--- src/include/acs_pkg.sv ---
// Shared constants and types for the converter serial port and calibration
package acs_pkg;

    // ==========================================================
    // Word format
    localparam int ACS_WORD_W = 16;
    localparam logic [4:0] ACS_LAST_BIT = 5'h0F;
    localparam logic [15:0] ACS_TEST_RESTORE_WORD = 16'h4002;
    localparam logic ACS_MODE_RST = 1'b0;

    // ==========================================================
    // Timing
    localparam int ACS_CLK_PERIOD_NS = 40;
    localparam int ACS_INPUT_SETTLE_TIME_NS = 100;
    localparam int ACS_INPUT_SETTLE_CYC =
        (ACS_INPUT_SETTLE_TIME_NS + ACS_CLK_PERIOD_NS - 1) / ACS_CLK_PERIOD_NS;
    localparam int ACS_LINE_TURNAROUND_DELAY_NS = 80;
    localparam int ACS_TURN_RAW =
        (ACS_LINE_TURNAROUND_DELAY_NS + ACS_CLK_PERIOD_NS - 1)
        / ACS_CLK_PERIOD_NS;
    localparam int ACS_TURN_CYC = (ACS_TURN_RAW < 1) ? 1 : ACS_TURN_RAW;
    // Calibration step lengths in clock cycles
    localparam int ACS_TRIM_CYC = 1024;
    localparam int ACS_GAIN_CYC = 256;
    localparam int ACS_OFFSET_CYC = 256;

    // ==========================================================
    // Pin synchroniser
    localparam int ACS_PIN_N = 5;

    typedef struct packed {
        logic sclk;
        logic frame_n;
        logic sdata;
        logic cal_n;
        logic conv_n;
    } acs_pins_t;

    typedef struct packed {
        logic strobe_fall;
        logic strobe_rise;
        logic sw_start;
        logic conv_rise;
    } acs_cal_ev_t;

    // ==========================================================
    // Calibration types and sequencer states
    typedef enum logic [1:0] {
        ACS_CAL_FULL = 2'h0,
        ACS_CAL_GAIN_OFFS = 2'h1,
        ACS_CAL_OFFSET = 2'h2,
        ACS_CAL_GAIN = 2'h3
    } acs_cal_type_t;

    typedef enum logic [2:0] {
        ACS_ST_IDLE = 3'h0,
        ACS_ST_ARM = 3'h1,
        ACS_ST_TRIM = 3'h3,
        ACS_ST_GAIN = 3'h2,
        ACS_ST_WAIT = 3'h6,
        ACS_ST_OFFS = 3'h7,
        ACS_ST_SINGLE = 3'h5
    } acs_cal_state_t;

endpackage

--- src/design/acs_cal_seq.sv ---
// System calibration sequencer with busy reporting
`timescale 1ns/1ps
module acs_cal_seq #(
    parameter int TRIM_CYC = acs_pkg::ACS_TRIM_CYC,
    parameter int GAIN_CYC = acs_pkg::ACS_GAIN_CYC,
    parameter int OFFSET_CYC = acs_pkg::ACS_OFFSET_CYC
) (
    input wire logic clock_i,                        // System clock
    input wire logic rst_n_i,                        // Sync reset, low
    input wire logic clk_en_i,                       // Clock enable
    input wire acs_pkg::acs_cal_ev_t cal_ev_i,       // Strobe/trigger events
    input wire acs_pkg::acs_cal_type_t cal_type_i,   // Selected sequence
    output logic busy_o,                             // Busy level
    output logic int_reset_o,                        // Internal reset pulse
    output acs_pkg::acs_cal_state_t state_o          // Sequencer state
);
    import acs_pkg::*;

    acs_cal_state_t st_r, st_nxt;
    acs_cal_type_t type_r, type_nxt;
    logic [15:0] cnt_r, cnt_nxt;
    logic busy_r, busy_nxt;
    logic int_rst_r, int_rst_nxt;
    logic done;

    // First busy state for a sequence type
    function automatic acs_cal_state_t first_state(acs_cal_type_t t);
        unique case (t)
            ACS_CAL_FULL: first_state = ACS_ST_TRIM;
            ACS_CAL_GAIN_OFFS: first_state = ACS_ST_GAIN;
            ACS_CAL_OFFSET: first_state = ACS_ST_SINGLE;
            ACS_CAL_GAIN: first_state = ACS_ST_SINGLE;
        endcase
    endfunction

    // Length of that first busy state
    function automatic logic [15:0] first_len(acs_cal_type_t t);
        unique case (t)
            ACS_CAL_FULL: first_len = 16'(TRIM_CYC);
            ACS_CAL_GAIN_OFFS: first_len = 16'(GAIN_CYC);
            ACS_CAL_OFFSET: first_len = 16'(OFFSET_CYC);
            ACS_CAL_GAIN: first_len = 16'(GAIN_CYC);
        endcase
    endfunction

    assign done = (cnt_r == 16'h0001);

    // ==========================================================
    // Next state
    always_comb begin
        st_nxt = st_r;
        type_nxt = type_r;
        cnt_nxt = (cnt_r != 16'h0000) ? cnt_r - 16'h0001 : 16'h0000;
        int_rst_nxt = 1'b0;
        if (cal_ev_i.strobe_fall) begin
            st_nxt = ACS_ST_ARM;
            int_rst_nxt = 1'b1;
            cnt_nxt = 16'h0000;
        end else begin
            unique case (st_r)
                ACS_ST_IDLE: begin
                    if (cal_ev_i.sw_start) begin
                        st_nxt = first_state(cal_type_i);
                        cnt_nxt = first_len(cal_type_i);
                        type_nxt = cal_type_i;
                    end
                end
                ACS_ST_ARM: begin
                    if (cal_ev_i.strobe_rise) begin
                        st_nxt = first_state(cal_type_i);
                        cnt_nxt = first_len(cal_type_i);
                        type_nxt = cal_type_i;
                    end
                end
                ACS_ST_TRIM: begin
                    if (done) begin
                        st_nxt = ACS_ST_GAIN;
                        cnt_nxt = 16'(GAIN_CYC);
                    end
                end
                ACS_ST_GAIN: begin
                    if (done) begin
                        st_nxt = ACS_ST_WAIT;
                    end
                end
                ACS_ST_WAIT: begin
                    if (cal_ev_i.conv_rise) begin
                        st_nxt = ACS_ST_OFFS;
                        cnt_nxt = 16'(OFFSET_CYC);
                    end
                end
                ACS_ST_OFFS: begin
                    if (done) begin
                        st_nxt = ACS_ST_IDLE;
                    end
                end
                ACS_ST_SINGLE: begin
                    if (done) begin
                        st_nxt = ACS_ST_IDLE;
                    end
                end
                default: st_nxt = ACS_ST_IDLE;
            endcase
        end
        busy_nxt = (st_nxt == ACS_ST_TRIM) || (st_nxt == ACS_ST_GAIN) ||
                   (st_nxt == ACS_ST_OFFS) || (st_nxt == ACS_ST_SINGLE);
    end

    // Registers
    always_ff @(posedge clock_i) begin
        if (!rst_n_i) begin
            st_r <= ACS_ST_IDLE;
            type_r <= ACS_CAL_FULL;
            cnt_r <= 16'h0000;
            busy_r <= 1'b0;
            int_rst_r <= 1'b0;
        end else if (clk_en_i) begin
            st_r <= st_nxt;
            type_r <= type_nxt;
            cnt_r <= cnt_nxt;
            busy_r <= busy_nxt;
            int_rst_r <= int_rst_nxt;
        end
    end

    assign busy_o = busy_r;
    assign int_reset_o = int_rst_r;
    assign state_o = st_r;
endmodule

--- src/design/acs_serial_port.sv ---
// Converter serial port top with calibration sequencer
`timescale 1ns/1ps
module acs_serial_port #(
    parameter int TRIM_CYC = acs_pkg::ACS_TRIM_CYC,
    parameter int GAIN_CYC = acs_pkg::ACS_GAIN_CYC,
    parameter int OFFSET_CYC = acs_pkg::ACS_OFFSET_CYC
) (
    input wire logic clock_i,                      // 25 MHz clock
    input wire logic rst_n_i,                      // Sync reset, low
    input wire logic clk_en_i,                     // Clock enable
    input wire logic sclk_i,                       // Serial clock pin
    input wire logic frame_n_i,                    // Frame select, low
    input wire logic sdin_i,                       // Data in / shared line
    input wire logic cal_n_i,                      // Calibration strobe
    input wire logic convert_trigger_n_i,          // Conversion trigger
    input wire logic ctl_wr_i,                     // Control write pulse
    input wire logic ctl_two_wire_i,               // Two-wire select bit
    input wire acs_pkg::acs_cal_type_t ctl_cal_type_i, // Calibration type
    input wire logic ctl_cal_start_i,              // Software cal start
    input wire logic cal_rd_seq_i,                 // Cal register read
    input wire logic cal_wr_seq_i,                 // Cal register write
    input wire logic [15:0] tx_word_i,             // Word to shift out
    output logic sdout_o,                          // Three-wire data out
    output logic sdout_oe_o,                       // Data out enable
    output logic sdin_o,                           // Shared line out
    output logic sdin_oe_o,                        // Shared line enable
    output logic [15:0] rx_word_o,                 // Received word
    output logic rx_valid_o,                       // Word received pulse
    output logic test_restore_o,                   // Test reg restore
    output logic two_wire_o,                       // Two-wire mode
    output logic busy_o,                           // Busy level
    output logic int_reset_o                       // Internal reset
);
    import acs_pkg::*;

    // ==========================================================
    // Pin synchronisers and edge detection
    logic [ACS_PIN_N-1:0] pin_raw;
    logic [ACS_PIN_N-1:0] sync1_r;
    logic [ACS_PIN_N-1:0] sync2_r;
    logic [ACS_PIN_N-1:0] prev_r;
    acs_pins_t pin_s;
    acs_pins_t pin_p;

    assign pin_raw = {sclk_i, frame_n_i, sdin_i, cal_n_i,
                      convert_trigger_n_i};

    // Two-stage synchroniser per pin
    genvar gi;
    generate
        for (gi = 0; gi < ACS_PIN_N; gi++) begin : g_sync
            always_ff @(posedge clock_i) begin
                if (!rst_n_i) begin
                    sync1_r[gi] <= 1'b1;
                    sync2_r[gi] <= 1'b1;
                    prev_r[gi] <= 1'b1;
                end else if (clk_en_i) begin
                    sync1_r[gi] <= pin_raw[gi];
                    sync2_r[gi] <= sync1_r[gi];
                    prev_r[gi] <= sync2_r[gi];
                end
            end
        end
    endgenerate

    assign pin_s = acs_pins_t'(sync2_r);
    assign pin_p = acs_pins_t'(prev_r);

    logic sclk_rise, sclk_fall, frame_fall, frame_hi;
    acs_cal_ev_t cal_ev;

    // Edge events
    assign sclk_rise = pin_s.sclk & ~pin_p.sclk;
    assign sclk_fall = ~pin_s.sclk & pin_p.sclk;
    assign frame_fall = ~pin_s.frame_n & pin_p.frame_n;
    assign frame_hi = pin_s.frame_n;
    assign cal_ev.strobe_fall = ~pin_s.cal_n & pin_p.cal_n;
    assign cal_ev.strobe_rise = pin_s.cal_n & ~pin_p.cal_n;
    assign cal_ev.sw_start = ctl_cal_start_i;
    assign cal_ev.conv_rise = pin_s.conv_n & ~pin_p.conv_n;

    // ==========================================================
    // Calibration sequencer
    logic seq_busy, seq_int_rst;

    acs_cal_seq #(
        .TRIM_CYC(TRIM_CYC),
        .GAIN_CYC(GAIN_CYC),
        .OFFSET_CYC(OFFSET_CYC)
    ) u_seq (
        .clock_i(clock_i),
        .rst_n_i(rst_n_i),
        .clk_en_i(clk_en_i),
        .cal_ev_i(cal_ev),
        .cal_type_i(ctl_cal_type_i),
        .busy_o(seq_busy),
        .int_reset_o(seq_int_rst),
        .state_o()
    );

    // ==========================================================
    // Serial shifter state
    logic [15:0] rx_sh_r, rx_sh_nxt;
    logic [15:0] tx_sh_r, tx_sh_nxt;
    logic [4:0] bit_cnt_r, bit_cnt_nxt;
    logic sdout_r, sdout_nxt;
    logic dir_out_r, dir_out_nxt;
    logic [7:0] turn_cnt_r, turn_cnt_nxt;
    logic mode_r, mode_nxt;
    logic [15:0] rx_word_r, rx_word_nxt;
    logic rx_valid_r, rx_valid_nxt;
    logic restore_r, restore_nxt;
    logic sdin_oe_r, sdin_oe_nxt;
    logic sdout_oe_r, sdout_oe_nxt;
    logic [15:0] word_in;

    assign word_in = {rx_sh_r[14:0], pin_s.sdata};

    // Next values of the shifter, direction and mode
    always_comb begin
        rx_sh_nxt = rx_sh_r;
        tx_sh_nxt = tx_sh_r;
        bit_cnt_nxt = bit_cnt_r;
        sdout_nxt = sdout_r;
        dir_out_nxt = dir_out_r;
        turn_cnt_nxt = turn_cnt_r;
        rx_word_nxt = rx_word_r;
        rx_valid_nxt = 1'b0;
        restore_nxt = 1'b0;
        // Mode changes only on a control write
        mode_nxt = ctl_wr_i ? ctl_two_wire_i : mode_r;
        if (!mode_nxt) begin
            dir_out_nxt = 1'b0;
            turn_cnt_nxt = 8'h00;
        end
        // Turnaround back to input
        if (turn_cnt_r != 8'h00) begin
            turn_cnt_nxt = turn_cnt_r - 8'h01;
            if (turn_cnt_r == 8'h01) begin
                dir_out_nxt = 1'b0;
            end
        end
        if (frame_hi) begin
            rx_sh_nxt = 16'h0000;
            tx_sh_nxt = 16'h0000;
            bit_cnt_nxt = 5'h00;
        end else begin
            // Sample on rising serial clock
            if (sclk_rise) begin
                rx_sh_nxt = word_in;
                bit_cnt_nxt = bit_cnt_r + 5'h01;
                if (bit_cnt_r == ACS_LAST_BIT) begin
                    bit_cnt_nxt = 5'h00;
                    tx_sh_nxt = tx_word_i;
                    if (!(mode_r && dir_out_r)) begin
                        rx_word_nxt = word_in;
                        rx_valid_nxt = 1'b1;
                        restore_nxt = (word_in == ACS_TEST_RESTORE_WORD);
                    end
                    if (mode_r && !dir_out_r && !cal_wr_seq_i) begin
                        dir_out_nxt = 1'b1;
                    end else if (mode_r && dir_out_r && !cal_rd_seq_i) begin
                        turn_cnt_nxt = 8'(ACS_TURN_CYC);
                    end
                end
            end
            // Shift out on frame fall or falling serial clock
            if (frame_fall) begin
                tx_sh_nxt = tx_word_i;
                if (!pin_s.sclk) begin
                    sdout_nxt = tx_word_i[15];
                    tx_sh_nxt = {tx_word_i[14:0], 1'b0};
                end
            end else if (sclk_fall) begin
                sdout_nxt = tx_sh_r[15];
                tx_sh_nxt = {tx_sh_r[14:0], 1'b0};
            end
        end
        // Drivers float while frame select is high
        sdin_oe_nxt = mode_nxt & dir_out_nxt & ~frame_hi;
        sdout_oe_nxt = ~mode_nxt & ~frame_hi;
    end

    // Shifter registers
    always_ff @(posedge clock_i) begin
        if (!rst_n_i) begin
            rx_sh_r <= 16'h0000;
            tx_sh_r <= 16'h0000;
            bit_cnt_r <= 5'h00;
            sdout_r <= 1'b0;
            dir_out_r <= 1'b0;
            turn_cnt_r <= 8'h00;
            mode_r <= ACS_MODE_RST;
            rx_word_r <= 16'h0000;
            rx_valid_r <= 1'b0;
            restore_r <= 1'b0;
            sdin_oe_r <= 1'b0;
            sdout_oe_r <= 1'b0;
        end else if (clk_en_i) begin
            rx_sh_r <= rx_sh_nxt;
            tx_sh_r <= tx_sh_nxt;
            bit_cnt_r <= bit_cnt_nxt;
            sdout_r <= sdout_nxt;
            dir_out_r <= dir_out_nxt;
            turn_cnt_r <= turn_cnt_nxt;
            mode_r <= mode_nxt;
            rx_word_r <= rx_word_nxt;
            rx_valid_r <= rx_valid_nxt;
            restore_r <= restore_nxt;
            sdin_oe_r <= sdin_oe_nxt;
            sdout_oe_r <= sdout_oe_nxt;
        end
    end

    // Outputs straight from flip-flops
    assign sdout_o = sdout_r;
    assign sdin_o = sdout_r;
    assign sdout_oe_o = sdout_oe_r;
    assign sdin_oe_o = sdin_oe_r;
    assign rx_word_o = rx_word_r;
    assign rx_valid_o = rx_valid_r;
    assign test_restore_o = restore_r;
    assign two_wire_o = mode_r;
    assign busy_o = seq_busy;
    assign int_reset_o = seq_int_rst;
endmodule

--- config.mk ---
export PLATFORM = sky130hd
export DESIGN_NAME = acs_serial_port
export DESIGN_NICKNAME = d
export VERILOG_FILES = /design/src/include/acs_pkg.sv /design/src/design/acs_cal_seq.sv /design/src/design/acs_serial_port.sv
export SDC_FILE = /design/constraint.sdc
export NUM_CORES = 1
export LEC_CHECK = 0
export BUFFER_PORTS_ARGS = -buffer_cell sky130_fd_sc_hd__buf_2
export CORE_ASPECT_RATIO = 1.1
export CORE_MARGIN = 1
export CORE_UTILIZATION = 27
export DETAILED_ROUTE_END_ITERATION = 16
export GPL_TIMING_DRIVEN = 0
export SKIP_LAST_GASP = 1
export SYNTH_ARGS = -nofsm -noshare
export SYNTH_HDL_FRONTEND = slang
export SYNTH_SLANG_ARGS = --single-unit
--- constraint.sdc ---
create_clock -name clock_i -period 5.55 [get_ports clock_i]
set_clock_uncertainty 0.15 [all_clocks]
set_input_delay 0.2775 -clock clock_i [delete_from_list [all_inputs] [get_ports clock_i]]
set_output_delay 0.2775 -clock clock_i [all_outputs]
set_load 0.05 [all_outputs]
==> results.md, run 1 <==
* Max H-tree Level at 3
* Nets at 695
* Worst endpoint required time at 5650 ps
* Synth async-reset ratio at 0%
* CTS max path bufs at 2
* Gpl congestion at slightly above 0.8
* Run status: completed
* Share of cells above drive strength 1 at between 10% and 20%
* Root buf cell: clkbuf_16
* Worst Min Path Start: tx_word_i[0]
* CP max-delay cell: clkbuf_1
* Maxcap violations at 0
* CP Capture Type: flop
* Final Cycle Share at about half
* CP delay by family, top: buffers and inverters
* CTS tree: built
* I/O pins at between 50 and 60
* Hold Path Depth at 3
* Maximum vdd drop at 0.235 mV
* Fin util at about a third
* Largest net degree at the start of global routing at 18
* Clock power share at 27.2%
* Warnings from Yosys at 0
* Final setup margin at about 2800 ps
* Place WS at approximately 2800 ps
* Final min period at 2790 ps
* Worst-margin pin slew at roughly 850 ps
* DR vias at 4,545
* Filler Cell Count at approximately 2,000
* Clk_lat worst skew at ~360 ps
* Sw frac at between 30 and 40%
* Worst-path maximum fanout at 10
* First-pass GRT wire length at ~22,000 um
* Unrepaired setup endpoints after global routing: no
* Ys flop type: dfxtp_1
* First-pass DRT Iterations at 5
* Initial Utilization at between 20 and 30%
* FF-to-FF End: rx_word_o[10]$_SDFFE_PN0P_
* R2R cell count at 9
* Number of buffers created by CTS at 9
* Initial DRC Count at 282
* Synthesized Nets at 625
* Total Neg Setup Slack at 0 ps
* Post-Syn Area at around 5400 um2
* Wire per inst at 14.9 um
* Psw at around 960 uW
* Vias in the first global route at between 4,000 and 5,000
* P&R area growth vs syn at 17.9%
* Leak pwr at approximately 2.5 nW
* Logic pwr share at 36.6%
* Initial antenna violation count at 0
* Hold Vio Cnt, Final at 0
* Sequential Power Share at a little over a third
* Sink Count at 102
* Antenna-violating nets left at 0
* Cell Count, Final, Fillers Out at 908
* Worst Path Arrival at approximately 2900 ps
* Port bufs at 54
* Synth area leaders: dfxtp_1 (38%), mux2i_1 (9.4%), nor2b_1 (6.7%), nand2_1 (3.6%), a21boi_1 (3.2%)
* # diodes at 0
* Register area share after synthesis at between 30% and 40%
* Maximum clock frequency at 359 MHz
* Flop2flop setup slack at about 2800 ps
* Number of synthesized flops with an enable pin at 0
* Worst Setup Path Type: flop to flop
* Core Box Area at a little under 20,000 um2
* PwrDens at slightly above 400 nW/um2
* Hold endpoint: tx_sh_r[0]$_SDFFE_PN0P_
* Slowest stage delay, CP at around 650 ps
* Share of the synthesized area in the top cell type at 38.2%
* Synth area leader: dfxtp_1
* CTS clock-pin slew for the worst setup and hold paths at 70 ps
* Slew HR at between 40% and 50%
* Internal Pwr Total at 1.64 mW
* Die W at ~140 um
* Worst min-delay path class: primary input to flop
* Reg2reg start: pin_p[4]$_SDFFE_PN1P_
* Inst Count DP at 887
* Routed WL at roughly 14,000 um
* Rows at 53
* Buffers & Inverters on Critical Path at 3
* DR DRC count at 0
* Post_cts resized at 0
* Grt ovf at 0
* Max-slew violation count at 0
* Yosys reg bits at between 100 and 150
* Die ar. at between 20,000 and 25,000 um2
* # setup viols final at 0
* Syn avg cell area at slightly above 9 um2
* Die H at between 100 and 150 um
* Dpl hpwl at 9670 um
* GRT Total Usage at approximately 14%
* Worst setup SP type: flop
* Worst path cell trace: inv_1 -> ha_1 -> nand2b_1 -> nor2_1 -> nand3_1 -> clkbuf_1 -> buf_2 -> mux2i_1 -> nor2b_1
* Distinct cell type count after synthesis at 67
* Synth Instances at 586
* Vias per cell at 5.01
==> cell usage after synthesis (11+ instances only) <==
| library cell | number |
|---|---|
| dfxtp_1 | 102 |
| nor2b_1 | 57 |
| nand2_1 | 51 |
| mux2i_1 | 50 |
| clkbuf_1 | 29 |
| a21boi_1 | 23 |
| a22oi_1 | 23 |
| nor2_1 | 18 |
| a2111o_1 | 15 |
| a211oi_1 | 15 |
| inv_1 | 14 |
| o21ai_0 | 13 |
| nand2b_1 | 11 |
| nand3_1 | 11 |
==> worst max path at each step <==
stage / from / endpoint / cells past startpoint
2_1_floorplan: u_seq.cnt_r[9]$_SDFFE_PN0P_ / u_seq.cnt_r[15]$_SDFFE_PN0P_ / 6
3_3_place_gp: pin_p[4]$_SDFFE_PN1P_ / rx_word_o[10]$_SDFFE_PN0P_ / 9
3_5_place_dp: pin_p[4]$_SDFFE_PN1P_ / rx_word_o[10]$_SDFFE_PN0P_ / 9
4_1_cts: pin_p[4]$_SDFFE_PN1P_ / rx_word_o[10]$_SDFFE_PN0P_ / 9
5_1_grt: pin_p[4]$_SDFFE_PN1P_ / test_restore_o$_SDFFE_PN0P_ / 9
6_report: pin_p[4]$_SDFFE_PN1P_ / rx_word_o[10]$_SDFFE_PN0P_ / 9
==> layout by cell type (no fill, tap or decap), types with 4 or more instances in the layout <==
master / instances
clkbuf_1: 29
nor4_1: 8
dfxtp_1: 102
o211a_1: 4
nand2_1: 51
clkbuf_16: 9
o21ai_0: 13
nor3_1: 9
o21ai_1: 8
buf_2: 59
nor2b_1: 57
inv_1: 14
o21a_1: 4
ha_1: 8
a21oi_1: 6
a31oi_1: 8
mux2i_1: 50
and3_1: 5
and2_1: 7
o211ai_1: 6
a21boi_1: 23
a22oi_1: 23
dlygate4sd3_1: 5
nand2b_1: 11
nor3b_1: 4
o31ai_1: 5
nand4_1: 4
nand3_1: 11
nor2_1: 18
a2111o_1: 15
a211oi_1: 15
==> registers in the layout, indices dropped and copies added, names as in the netlist, 3 cells and up <==
| signal | count |
|---|---|
| rx_word_o | 16 |
| u_seq.cnt_r | 16 |
| rx_sh_r | 15 |
| u_seq.state_o | 3 |
| pin_p | 4 |
| tx_sh_r | 16 |
| sync1_r | 5 |
| turn_cnt_r | 8 |
| pin_s | 4 |
| bit_cnt_r | 5 |
==> layer usage <==
layer,vias up,global-route usage [%],share of wire [%]
li1,2283,-,-
met1,2147,17.3,46
met2,90,23.0,47
met3,25,2.51,3.8
met4,0,6.50,2.7
met5,-,0,0
==> metrics by stage <==
| step | total power, mW | hold slack [ps] | cell area (um2) |
|---|---|---|---|
| global route | 2.76 | 77.1 | 6310 |
| finish | 2.59 | 79.2 | 6310 |
| detailed placement | 1.89 | 296 | 5930 |
| CTS | 2.61 | 65.3 | 6310 |
| global placement | 1.88 | 294 | 5930 |
| floorplan | 1.69 | 256 | 5350 |
==> final cells by class <==
cell class,count,area [um2],share of cell area (%)
buffer,43,211,3.35
inverter,17,63.8,1.01
clock buffer,10,239,3.79
multi-input combinational,424,3030,48.1
timing repair buffer,59,320,5.08
tap,247,309,4.90
sequential,102,2040,32.4
clock inverter,6,90.1,1.43
==> cell families (layout without fill, tap and decap cells) <==
logic type	after synthesis	count (layout)	share of synthesized area, %
xor+xnor	2	2	0.327
simple gates	215	215	23.3
buf+inv	60	135	5.14
fa+ha+maj	8	8	1.87
compound gates	148	148	21.7
mux	51	51	9.56
flops	102	102	38.2
==> worst min-delay path, stage by stage <==
cell	delay, ps
buf_2	120
nand4bb_1	90
a21boi_1	60
==> power groups by stage <==
stage	Clock [mW]	Combinational [mW]	Sequential (mW)
floorplan	0	0.757	0.929
global placement	0	0.928	0.949
finish	0.706	0.950	0.936
detailed placement	0	0.936	0.951
global route	0.755	1.05	0.956
CTS	0.728	0.946	0.934
==> repair_timing <==
item | in CTS | in global routing
hold endpoints to repair | 5 | 0
hold buffers | 5 | 0
setup buffers | 0 | 0
Note: power is estimated with default switching activity, not from simulation.
==> inputs of run 2 (changes only) <==
==> constraint.sdc (replaced) <==
create_clock -name clock_i -period 2.6 [get_ports clock_i]
set_clock_uncertainty 0.15 [all_clocks]
set_input_delay 0.13 -clock clock_i [delete_from_list [all_inputs] [get_ports clock_i]]
set_output_delay 0.13 -clock clock_i [all_outputs]
set_load 0.05 [all_outputs]
==> results.md, run 2 (synthesis results as in run 1) <==
* Worst-margin pin slew at 717 ps
* Antenna-violating nets left at 0
* P&R area growth vs syn at 19.5%
* Worst Min Path Start: ctl_two_wire_i
* Number of buffers created by CTS at 9
* Cell Count, Final, Fillers Out at slightly above 900
* Initial Utilization at between 20% and 30%
* Hold endpoint: two_wire_o$_SDFFE_PN0P_
* Worst path cell trace: or4_4 -> o41ai_4 -> a311oi_4 -> buf_2 -> a31oi_1 -> o22ai_1
* Initial antenna violation count at 0
* Worst min-delay path class: primary input to flop
* Vias in the first global route at between 4,000 and 5,000
* WP depth at 6
* CP delay by family, top: compound AO/OA/AOI/OAI gates
* Die H at 150 um
* R2R cell count at 6
* Maximum vdd drop at 0.504 mV
* CP max-delay cell: or4_4
* CTS max path bufs at 2
* CTS clock-pin slew for the worst setup and hold paths at ~70 ps
* Hold Path Depth at 4
* DR DRC count at 0
* # diodes at 0
* Slowest stage delay, CP at 610 ps
* Max-slew violation count at 0
* GRT Total Usage at 13.9%
* Worst-path maximum fanout at 10
* Clk_lat worst skew at 360 ps
* Slew HR at roughly 52%
* Core Box Area at around 19,000 um2
* First-pass DRT Iterations at 5
* Die W at 136 um
* Reg2reg start: u_seq.cnt_r[9]$_SDFFE_PN0P_
* Share of cells above drive strength 1 at between 10% and 20%
* Total Neg Setup Slack at 0 ps
* Nets at about 700
* Commonest non-fill, non-tap cell in the layout: dfxtp_1
* Commonest non-fill, non-tap cells in the layout: dfxtp_1 (102), buf_2 (60), nor2b_1 (57)
* Leak pwr at 2.58 nW
* Flop2flop setup slack at roughly 120 ps
* Buffers & Inverters on Critical Path at 1
* Run status: completed
* DR vias at around 4,500
* Rows at 53
* Unrepaired setup endpoints after global routing: yes
* Routed WL at between 10,000 and 15,000 um
* Largest net degree at the start of global routing at 18
* Register Area at 2040 um2
* Maxcap violations at 0
* CTS tree: built
* Fin Hold WS at around 23 ps
* Maximum clock frequency at 403 MHz
* Grt ovf at 0
* Final min period at approximately 2500 ps
* Die ar. at approximately 20,000 um2
* Initial DRC Count at between 300 and 400
* I/O pins at 56
* Combined area of the multi-input logic cells at approximately 3100 um2
* Worst Setup Path Type: flop to flop
* CP Capture Type: flop
* # setup viols final at 0
* Hold Vio Cnt, Final at 0
* Port bufs at 54
* Worst setup SP type: flop
* First-pass GRT wire length at 22,300 um
* PwrDens at about 900 nW/um2
* Worst endpoint required time at ~2700 ps
* Inst Count DP at roughly 890
* Max H-tree Level at 3
* Vias per cell at between 4 and 5
* Filler Cell Count at 2,015
* Fin util at approximately 33%
* Sink Count at around 100
* Gpl congestion at just over 0.8
* FF-to-FF End: u_seq.cnt_r[15]$_SDFFE_PN0P_
* Wire per inst at approximately 15 um
* Dpl hpwl at 9670 um
* Final Cycle Share at between 90% and 100%
* Worst Path Arrival at 2570 ps
* Root buf cell: clkbuf_16
==> run 2: cell count changes in the layout (fill, tap and decap cells not counted), sizes merged <==
cell / change
buf: +1
dlygate4sd3: +1
clkbuf: -1
==> run 2: how the worst max path moves through the flow <==
| stage | from | endpoint | slack, ps |
|---|---|---|---|
| floorplan | u_seq.cnt_r[9]$_SDFFE_PN0P_ | u_seq.cnt_r[15]$_SDFFE_PN0P_ | 360 |
| global placement | pin_p[4]$_SDFFE_PN1P_ | rx_word_o[10]$_SDFFE_PN0P_ | -120 |
| detailed placement | pin_p[4]$_SDFFE_PN1P_ | rx_word_o[10]$_SDFFE_PN0P_ | -120 |
| CTS | pin_s[0]$_SDFFE_PN1P_ | u_seq.cnt_r[15]$_SDFFE_PN0P_ | 20 |
| global route | bit_cnt_r[0]$_SDFFE_PN0P_ | tx_sh_r[13]$_SDFFE_PN0P_ | -20 |
| finish | u_seq.cnt_r[9]$_SDFFE_PN0P_ | u_seq.cnt_r[15]$_SDFFE_PN0P_ | 120 |
==> run 2: layout make-up <==
cell class / count / share of cell area [%]
Multi-Input combinational cell: 424 / 48.4
Clock buffer: 10 / 3.74
Inverter: 17 / 0.998
Tap cell: 247 / 4.83
Timing Repair Buffer: 61 / 5.28
Buffer: 42 / 3.37
Clock inverter: 6 / 1.41
Sequential cell: 102 / 31.9
==> run 2: worst min-delay path, stage by stage <==
cell and delay [ps]:
buf_2 90, mux2i_1 90, nand2_1 70, o211a_1 120
==> run 2: per-stage QoR <==
stage | total power [mW] | instance area (um2) | setup slack, ps
after global routing | 5.99 | 6390 | -19.6
after detailed placement | 4.03 | 5930 | -125
after floorplan | 3.60 | 5350 | 364
after global placement | 4.01 | 5930 | -123
after CTS | 5.59 | 6340 | 20.3
final | 5.63 | 6390 | 119
==> run 2: where the power goes <==
part,internal [mW],switching [mW],leakage [nW]
Sequential,1.76,0.256,0.828
Combinational,0.904,1.21,1.59
Clock,0.876,0.633,0.159
Total,3.54,2.10,2.58
==> run 2: repair_timing <==
item	in CTS	in global routing
buffers inserted	0	1
endpoints found under the setup margin	27	35
hold endpoints to repair	6	0
pin swaps	0	1
gates resized for setup	7	10
hold buffers	6	0
==> run 2: per-layer routing <==
metal  part of all wire [%]  global-route usage (%)
met4                    2.3                    5.89
met2                     48                    23.1
met5                      0                       0
met3                    3.3                    2.61
met1                     47                    17.4
